--- config.mk ---
export PLATFORM = sky130hd
export DESIGN_NAME = lane_drive_eq_config
export DESIGN_NICKNAME = d
export VERILOG_FILES = /design/src/lane_cfg_pkg.sv /design/src/reg_port_if.sv /design/src/lane_drive_eq_config.sv /design/src/mgmt_bus_slave.sv
export SDC_FILE = /design/constraint.sdc
export NUM_CORES = 1
export LEC_CHECK = 0
export BUFFER_PORTS_ARGS = -buffer_cell sky130_fd_sc_hd__clkbuf_2
export CAP_MARGIN = 20
export CORE_MARGIN = 1.5
export CORE_UTILIZATION = 60
export CTS_CLUSTER_SIZE = 40
export DETAILED_ROUTE_END_ITERATION = 10
export GPL_ROUTABILITY_DRIVEN = 0
export PLACE_DENSITY = 0.81
export SYNTH_ARGS = -nofsm -noshare
export SYNTH_HDL_FRONTEND = slang
export SYNTH_SLANG_ARGS = --single-unit
export TNS_END_PERCENT = 50
--- constraint.sdc ---
create_clock -name core_clk -period 6.05 [get_ports core_clk]
set_clock_uncertainty 0.15 [all_clocks]
set_input_delay 0.9075 -clock core_clk [delete_from_list [all_inputs] [get_ports core_clk]]
set_output_delay 0.9075 -clock core_clk [all_outputs]
set_load 0.02 [all_outputs]
--- src/lane_cfg_pkg.sv ---
// constants for the lane drive and receive equaliser register slice
// assumes byte-wide registers behind a two-wire management bus slave
package lane_cfg_pkg;

  // register offsets
  localparam logic [7:0] ADDR_LANE2_DRV = 8'h34;
  localparam logic [7:0] ADDR_RSVD_A    = 8'h35;
  localparam logic [7:0] ADDR_RSVD_B    = 8'h4d;
  localparam logic [7:0] ADDR_EQ_L1L2   = 8'h4e;
  localparam logic [7:0] ADDR_EQ_CLKL0  = 8'h4f;

  // field positions in the lane-2 drive register
  localparam int SWING_MSB = 7;
  localparam int SWING_LSB = 5;
  localparam int PRE_MSB   = 4;
  localparam int PRE_LSB   = 3;
  localparam int SPARE_MSB = 2;
  localparam int SPARE_LSB = 0;

  // field positions in the equaliser registers
  localparam int EQ_HI_MSB = 7;
  localparam int EQ_HI_LSB = 4;
  localparam int EQ_LO_MSB = 3;
  localparam int EQ_LO_LSB = 0;

  // values after reset
  localparam logic [7:0] RST_LANE2_DRV = 8'h00;
  localparam logic [7:0] RST_EQ_L1L2   = 8'h00;
  localparam logic [7:0] RST_EQ_CLKL0  = 8'h00;
  localparam logic [7:0] RSVD_VALUE    = 8'h00;
  localparam logic [7:0] RST_PTR       = 8'h00;

  // pre-emphasis codes
  localparam logic [1:0] PRE_NONE = 2'h0;
  localparam logic [1:0] PRE_RSVD = 2'h3;

  // serial bus bit counts per byte
  localparam logic [3:0] BIT_ACK = 4'h8;
  localparam logic [3:0] BIT_END = 4'h9;

  // device address on the management bus, value arbitrary
  localparam logic [6:0] DEV_ADDR_DEFAULT = 7'h2c;

endpackage

--- src/reg_port_if.sv ---
// byte register port between the bus slave and the register slice
// assumes both ends run on the same register clock
`timescale 1ns/100ps
interface reg_port_if;
  logic       wr_en;
  logic [7:0] addr;
  logic [7:0] wr_data;
  logic [7:0] rd_data;

  modport slave
  (
    output wr_en,
    output addr,
    output wr_data,
    input  rd_data
  );

  modport regs
  (
    input  wr_en,
    input  addr,
    input  wr_data,
    output rd_data
  );
endinterface

--- src/lane_drive_eq_config.sv ---
// lane-2 drive and per-lane receive equaliser registers with mode gating
// assumes mode, override, swap and global settings come from other logic
// on core_clk; oe_pin and the strap pins are raw pins.
//
// Overview of operation
// RULE1: bits 7:5 give lane-2 output_swing step
// RULE2: bits 4:3 give lane-2 pre-emphasis, 11 reserved
// RULE3: per-lane fields apply only with override set; override gates lane-2 drive fields only, not equaliser fields
// RULE4: default mode ignores pre-emphasis writes, clock none
// RULE5: per-lane registers honoured only in alternate_redriver_mode
// RULE6: bits 2:0 spare, writable, no effect
// RULE7: locations 35h and 4Dh read zero
// RULE8: 4Eh holds lane-1 and lane-2 equaliser codes
// RULE9: 4Fh holds clock and lane-0 equaliser codes
// RULE10: input lane order can be swapped
// RULE11: host changes oe only after supplies settle
// RULE12: configuration from bus, or straps without bus
// RULE13: alternate_redriver_mode forces bus-only global configuration
// RULE14: power-down or oe rise clears all registers
// RULE15: writes to reserved locations silently ignored
`timescale 1ns/100ps
module lane_drive_eq_config
  import lane_cfg_pkg::*;
#(
  parameter logic [6:0] DEV_ADDR = DEV_ADDR_DEFAULT
)
(
  // clock and reset
  input  wire logic        core_clk,
  input  wire logic        rst_n,
  // management bus pins
  input  wire logic        scl_in,
  input  wire logic        sda_in,
  output      logic        sda_out,
  output      logic        sda_oe,
  // power control
  input  wire logic        oe_pin,
  input  wire logic        power_down_entry,
  // straps
  input  wire logic        bus_config_pin,
  input  wire logic [3:0]  strap_eq_pin,
  // mode bits from the mode register
  input  wire logic        alternate_redriver_mode,
  input  wire logic        lane_override,
  input  wire logic        lane_swap,
  // global settings
  input  wire logic [2:0]  global_output_swing,
  input  wire logic [1:0]  global_preemph,
  input  wire logic [3:0]  global_eq,
  // settings to the analog lanes
  output      logic [2:0]  d2_output_swing,
  output      logic [1:0]  d2_preemph,
  output      logic [1:0]  clk_preemph,
  output      logic [15:0] rx_eq
);

  typedef struct packed {
    logic        oe1;
    logic        oe2;
    logic        oe3;
    logic        bus1;
    logic        bus2;
    logic [3:0]  strap1;
    logic [3:0]  strap2;
    logic [7:0]  drv;
    logic [7:0]  eq_a;
    logic [7:0]  eq_b;
    logic [2:0]  swing;
    logic [1:0]  pre;
    logic [1:0]  clk_pre;
    logic [15:0] eq_out;
  } cfg_t;

  // reserved code is not trusted by the driver, so it drives no boost
  function automatic logic [1:0] fix_pre(input logic [1:0] code);
    fix_pre = (code == PRE_RSVD) ? PRE_NONE : code;
  endfunction

  // reverse the four input lanes, nibble 0 is the clock pin
  function automatic logic [15:0] swap_lanes(input logic [15:0] eq);
    swap_lanes = {eq[3:0], eq[7:4], eq[11:8], eq[15:12]};
  endfunction

  cfg_t        q;
  cfg_t        d;
  logic        clr;
  logic        use_lane;
  logic        bus_cfg;
  logic [3:0]  base_eq;
  logic [15:0] lane_eq;

  reg_port_if rp ();

  mgmt_bus_slave #(
    .DEV_ADDR (DEV_ADDR)
  ) u_bus (
    .core_clk (core_clk),
    .rst_n    (rst_n),
    .scl_in   (scl_in),
    .sda_in   (sda_in),
    .sda_out  (sda_out),
    .sda_oe   (sda_oe),
    .rp       (rp)
  );

  always_comb
  begin
    d        = q;
    // oe is only trusted once supplies settle, so no debounce here
    d.oe1    = oe_pin; // RULE11
    d.oe2    = q.oe1;
    d.oe3    = q.oe2;
    d.bus1   = bus_config_pin;
    d.bus2   = q.bus1;
    d.strap1 = strap_eq_pin;
    d.strap2 = q.strap1;
    clr      = power_down_entry | ~q.oe2 | (q.oe2 & ~q.oe3); // RULE14
    use_lane = alternate_redriver_mode & lane_override; // RULE3
    bus_cfg  = alternate_redriver_mode | q.bus2; // RULE13
    base_eq  = bus_cfg ? global_eq : q.strap2; // RULE12

    if (clr)
    begin
      d.drv  = RST_LANE2_DRV; // RULE14
      d.eq_a = RST_EQ_L1L2;
      d.eq_b = RST_EQ_CLKL0;
    end
    else if (rp.wr_en)
    begin
      case (rp.addr)
        ADDR_LANE2_DRV:
        begin
          d.drv[SWING_MSB:SWING_LSB] = rp.wr_data[SWING_MSB:SWING_LSB]; // RULE1
          d.drv[SPARE_MSB:SPARE_LSB] = rp.wr_data[SPARE_MSB:SPARE_LSB]; // RULE6
          if (alternate_redriver_mode)
            d.drv[PRE_MSB:PRE_LSB] = rp.wr_data[PRE_MSB:PRE_LSB]; // RULE4
        end
        ADDR_EQ_L1L2:  d.eq_a = rp.wr_data; // RULE8
        ADDR_EQ_CLKL0: d.eq_b = rp.wr_data; // RULE9
        default:       d.drv  = q.drv; // RULE15
      endcase
    end

    d.swing = use_lane ? q.drv[SWING_MSB:SWING_LSB] : global_output_swing; // RULE1
    d.pre   = fix_pre(use_lane ? q.drv[PRE_MSB:PRE_LSB] : global_preemph); // RULE2
    d.clk_pre = alternate_redriver_mode ? fix_pre(global_preemph) : PRE_NONE; // RULE4

    if (alternate_redriver_mode) // RULE5
      lane_eq = {q.eq_a[EQ_LO_MSB:EQ_LO_LSB], q.eq_a[EQ_HI_MSB:EQ_HI_LSB],
                 q.eq_b[EQ_LO_MSB:EQ_LO_LSB], q.eq_b[EQ_HI_MSB:EQ_HI_LSB]};
    else
      lane_eq = {4{base_eq}};
    d.eq_out = lane_swap ? swap_lanes(lane_eq) : lane_eq; // RULE10
  end

  always_ff @(posedge core_clk)
  begin
    if (!rst_n)
      q <= '0;
    else
      q <= d;
  end

  always_comb
  begin
    case (rp.addr)
      ADDR_LANE2_DRV: rp.rd_data = q.drv;
      ADDR_EQ_L1L2:   rp.rd_data = q.eq_a;
      ADDR_EQ_CLKL0:  rp.rd_data = q.eq_b;
      default:        rp.rd_data = RSVD_VALUE; // RULE7
    endcase
  end

  assign d2_output_swing = q.swing;
  assign d2_preemph      = q.pre;
  assign clk_preemph     = q.clk_pre;
  assign rx_eq           = q.eq_out;
endmodule

--- src/mgmt_bus_slave.sv ---
// two-wire management bus slave with an auto-incrementing register pointer
// assumes scl and sda come straight from pins; no clock stretching
`timescale 1ns/100ps
module mgmt_bus_slave
  import lane_cfg_pkg::*;
#(
  parameter logic [6:0] DEV_ADDR = DEV_ADDR_DEFAULT
)
(
  // clock and reset
  input  wire logic core_clk,
  input  wire logic rst_n,
  // bus pins, sda is open drain
  input  wire logic scl_in,
  input  wire logic sda_in,
  output      logic sda_out,
  output      logic sda_oe,
  // register side
  reg_port_if.slave rp
);

  typedef enum logic [2:0] {ST_IDLE, ST_DEV, ST_PTR, ST_WR, ST_RD} bus_st_t;

  typedef struct packed {
    bus_st_t    st;
    logic       scl1;
    logic       scl2;
    logic       scl3;
    logic       sda1;
    logic       sda2;
    logic       sda3;
    logic [7:0] sh;
    logic [3:0] cnt;
    logic       rw;
    logic       nack;
    logic [7:0] ptr;
    logic       oe;
    logic       wr;
    logic [7:0] wd;
  } slave_t;

  slave_t q;
  slave_t d;
  logic   rise;
  logic   fall;

  always_comb
  begin
    d      = q;
    d.wr   = 1'b0;
    d.scl1 = scl_in;
    d.scl2 = q.scl1;
    d.scl3 = q.scl2;
    d.sda1 = sda_in;
    d.sda2 = q.sda1;
    d.sda3 = q.sda2;
    rise   = q.scl2 & ~q.scl3;
    fall   = ~q.scl2 & q.scl3;
    if (q.scl2 && q.scl3 && q.sda3 && !q.sda2)
    begin
      d.st  = ST_DEV;
      d.cnt = 4'h0;
      d.oe  = 1'b0;
    end
    else if (q.scl2 && q.scl3 && !q.sda3 && q.sda2)
    begin
      d.st = ST_IDLE;
      d.oe = 1'b0;
    end
    else if (q.st != ST_IDLE && rise)
    begin
      if (q.st != ST_RD && q.cnt < BIT_ACK)
        d.sh = {q.sh[6:0], q.sda2};
      if (q.st == ST_RD && q.cnt == BIT_ACK)
        d.nack = q.sda2;
      d.cnt = q.cnt + 4'h1;
    end
    else if (q.st != ST_IDLE && fall)
    begin
      if (q.cnt == BIT_ACK)
      begin
        case (q.st)
          ST_DEV:
          begin
            if (q.sh[7:1] == DEV_ADDR)
            begin
              d.oe = 1'b1;
              d.rw = q.sh[0];
            end
            else
              d.st = ST_IDLE;
          end
          ST_PTR:  d.oe = 1'b1;
          ST_WR:
          begin
            d.oe = 1'b1;
            d.wr = 1'b1;
            d.wd = q.sh;
          end
          ST_RD:
          begin
            d.oe  = 1'b0;
            d.ptr = q.ptr + 8'h01;
          end
          default: d.st = ST_IDLE;
        endcase
      end
      else if (q.cnt == BIT_END)
      begin
        d.cnt = 4'h0;
        d.oe  = 1'b0;
        case (q.st)
          ST_DEV:
          begin
            if (q.rw)
            begin
              d.st = ST_RD;
              d.sh = rp.rd_data;
              d.oe = ~rp.rd_data[7];
            end
            else
              d.st = ST_PTR;
          end
          ST_PTR:
          begin
            d.ptr = q.sh;
            d.st  = ST_WR;
          end
          ST_WR:   d.ptr = q.ptr + 8'h01;
          ST_RD:
          begin
            // a master nack ends the read burst
            if (q.nack)
              d.st = ST_IDLE;
            else
            begin
              d.sh = rp.rd_data;
              d.oe = ~rp.rd_data[7];
            end
          end
          default: d.st = ST_IDLE;
        endcase
      end
      else if (q.st == ST_RD)
      begin
        d.sh = {q.sh[6:0], 1'b0};
        d.oe = ~q.sh[6];
      end
    end
  end

  always_ff @(posedge core_clk)
  begin
    if (!rst_n)
      q <= '0;
    else
      q <= d;
  end

  assign sda_out    = 1'b0;
  assign sda_oe     = q.oe;
  assign rp.wr_en   = q.wr;
  assign rp.addr    = q.ptr;
  assign rp.wr_data = q.wd;

endmodule

==> tab_implementation.tex <==
\begin{tabular}{lr}
\hline
Metric & Value \\
\hline
\multicolumn{2}{l}{\textbf{Outcome}} \\
Result of the run & finished, final reports clean \\
\multicolumn{2}{l}{\textbf{Cells and area}} \\
Most common cell after layout, fill and taps aside & sky130\_fd\_sc\_hd\_\_dfxtp\_1 \\
Area Growth Syn to Fin & 5.46\% \\
Top library cells by usage in the layout, fill and taps aside & sky130\_fd\_sc\_hd\_\_dfxtp\_1 (101), sky130\_fd\_sc\_hd\_\_nand2\_1 (95), sky130\_fd\_sc\_hd\_\_a21oi\_1 (66) \\
Proportion of layout cells with a drive suffix above 1 & 16.0\% \\
Net total in the final layout & 604 \\
Diode insertion count for antenna repair & 0 \\
\multicolumn{2}{l}{\textbf{Power and ir drop}} \\
Leakage power of the design & 0.00180 uW \\
Pwr Density & 233 nW/um2 \\
Switching power summed over all nets & 276 uW \\
Seq pwr share & 56.3\% \\
Worst vdd rail ir drop & 0.132 mV \\
Share of power burned in the clock network & 39.8\% \\
Internal Dissipation & 929 uW \\
Comb power frac & 4.0\% \\
Proportion of total power due to net switching & 22.9\% \\
\multicolumn{2}{l}{\textbf{Floorplanning}} \\
Die boundary height & 93.4 um \\
Number of primary I/O pins & 48 \\
Effective utilization at floorplan & 62.8\% \\
Die Footprint & 8720 um2 \\
Floorplan die width & 93.4 um \\
Core Region & 7810 um2 \\
Num rows & 32 \\
\multicolumn{2}{l}{\textbf{Route}} \\
DRC Markers & 0 \\
Average wire per standard cell & 16.7 um \\
Wire length reported by the detailed router & 11400 um \\
Antenna viol nets, final & 0 \\
Number of search-and-repair iterations in the first detailed-routing pass & 5 \\
Initial DRC count & 397 \\
Total number of vias & 4238 \\
Vias per cell & 6.21 \\
\multicolumn{2}{l}{\textbf{GRT}} \\
Overall fraction of global-route tracks in use & 26.6\% \\
Overflow left after global routing & 0 \\
Antenna violations before repair & 0 \\
First-pass GRT wire length & 18200 um \\
Number of global-route vias before repair & 3662 \\
Largest net degree at the start of global routing & 44 \\
\multicolumn{2}{l}{\textbf{Timing}} \\
Period utilization & 40.6\% \\
Worst path setup slack after routing & 3.60 ns \\
RSZ-0062 raised after global routing & false \\
Final critical-path required period & 2.45 ns \\
Final setup violating endpoints & 0 \\
Count of endpoints failing hold in the final timing report & 0 \\
Setup Total Neg Slack & 0 ns \\
Max Transition Viols Final & 0 \\
Transition time of the tightest slew-check pin & 0.963 ns \\
Achievable clock frequency & 407 MHz \\
Max-Slew Margin vs Limit & 35.6\% \\
\multicolumn{2}{l}{\textbf{Yosys}} \\
Synth Cell Area & 4900 um2 \\
Fraction of synthesis flops using an asynchronous set or reset pin & 0\% \\
Sequential-to-total area share from yosys stat & 41.3\% \\
Syn Inst Count & 570 \\
Mean post-synth cell area & 8.60 um2 \\
Number of flops mapped to enable cells by yosys & 0 \\
Number of different library cells in the post-synthesis netlist & 66 \\
Synth Flop Type & sky130\_fd\_sc\_hd\_\_dfxtp\_1 \\
Number of warnings reported in the yosys synthesis log & 0 \\
Register bit count reported by yosys & 101 \\
Synthesized Nets & 599 \\
\multicolumn{2}{l}{\textbf{CTS}} \\
Cts bufs inserted & 9 \\
PostCTS Resize Cnt & 0 \\
Clk sinks & 101 \\
Clock tree from TritonCTS & built \\
Max Buffers Root-to-Sink & 2 \\
Clock root buffer & sky130\_fd\_sc\_hd\_\_clkbuf\_8 \\
Insertion delay to the later sink of the worst-skew pair & 0.37 ns \\
Worst-path clk slew & 0.10 ns \\
\# H-tree levels & 3 \\
Setup repair bufs after CTS & 0 \\
Number of hold buffers added after CTS & 0 \\
\multicolumn{2}{l}{\textbf{Job}} \\
Number of max-capacitance violations reported & 0 \\
\multicolumn{2}{l}{\textbf{Placed design}} \\
Placement-stage worst setup slack & 3.29 ns \\
HPWL after DPL & 8040 um \\
Count of input and output buffers & 46 \\
\multicolumn{2}{l}{\textbf{Worst setup path}} \\
Setup crit end kind & register \\
Crit Path Max Fanout & 34 \\
Largest stage delay on the critical path & 0.64 ns \\
Critical path required time & 6.18 ns \\
Data arrival, critical path & 2.58 ns \\
Library cell contributing the largest single delay on the critical path & sky130\_fd\_sc\_hd\_\_nand3b\_1 \\
Kind of critical path & primary input to register \\
Worst setup SP type & primary input \\
Chain of cells forming the critical path & clkbuf\_2 > and2\_1 > nand3b\_1 > a21oi\_1 \\
\multicolumn{2}{l}{\textbf{Worst hold path}} \\
Class of the tightest hold or removal check & register to register \\
\hline
\end{tabular}
-- routing by layer --
layer	wire length, um	up-vias	global-route usage, %	part of all wire [%]
met2	5330	215	42.3	47
met4	204	0	8.71	1.8
met1	4960	2002	36.6	43
li1	-	1997	-	-
met5	0	-	0	0
met3	923	24	4.39	8.1
-- stage by stage --
stage               hold slack, ns  instance area [um2]  total power, uW  instances  utilization (%)
floorplan                    0.262                 4900              729        570                -
global placement             0.264                 4950              739        666             63.3
detailed placement           0.269                 4950              741        666             63.3
CTS                          0.291                 5170             1210        682             66.2
global route                 0.313                 5170             1240        682             66.2
finish                       0.291                 5170             1210        682             66.2
-- state kept, by name, summed over array words and instances, names as in the netlist --
signal and cells:
clk_preemph 2, d 7, d2_output_swing 3, d2_preemph 2, q 30, rx_eq 16, u_bus.d 4, u_bus.q 19
u_bus.rp.addr 8, u_bus.rp.wr_data 8, u_bus.rp.wr_en 1, u_bus.sda_oe 1
-- area by class of cell --
class | count | area (um2)
Clock buffer | 10 | 128
Clock inverter | 6 | 93.8
Fill cell | 655 | 2640
Inverter | 7 | 26.3
Multi-Input combinational cell | 409 | 2530
Sequential cell | 101 | 2020
Tap cell | 102 | 128
Timing Repair Buffer | 47 | 238
-- worst max-delay path, delay by kind of cell --
family,cells,cell delay (ns)
buf+inv,1,0.42
simple gates,2,0.86
compound gates,1,0.37
-- worst paths after layout --
path               startpoint               end  slack, ns  cells after the start
setup / recovery        rst_n             q[43]       3.60                      4
hold / removal          d[58]             d[57]       0.29                      1
setup reg to reg  u_bus.q[20]  u_bus.rp.addr[2]       3.67                      7
hold reg to reg         d[58]             d[57]       0.29                      1
-- power by group through the flow --
stage | logic, uW | clock network (uW) | registers, uW
global placement | 45.7 | 0 | 693
detailed placement | 47.1 | 0 | 694
CTS | 47.4 | 481 | 678
finish | 47.8 | 479 | 678
global route | 52.1 | 510 | 680
floorplan | 37.2 | 0 | 692
-- cell usage after synthesis (all sizes together) (7+ instances only) --
cell / number / area share, %
a21oi: 69 / 7.3
and2: 22 / 2.8
buf: 38 / 5.4
clkbuf: 15 / 1.1
dfxtp: 101 / 41
mux2: 16 / 3.7
mux2i: 20 / 4.1
nand2: 97 / 7.5
nand3: 27 / 2.8
nand3b: 7 / 1.1
nor2: 22 / 1.8
nor3: 7 / 0.94
o21ai: 16 / 1.6
-- cell families (layout without fill, tap and decap cells) --
group / Yosys count / count (layout) / share of synthesized area (%)
adders and majority gates: 6 / 6 / 1.53
xor gates and xnor gates: 2 / 2 / 0.358
and+or+nand+nor: 229 / 229 / 24.4
DFF: 101 / 101 / 41.3
muxes: 36 / 36 / 7.76
AOI/OAI and AO/OA: 135 / 135 / 17.6
other: 1 / 1 / 0.0765
buffers and inverters: 60 / 70 / 7.05
(Power assumes the default switching activity.)
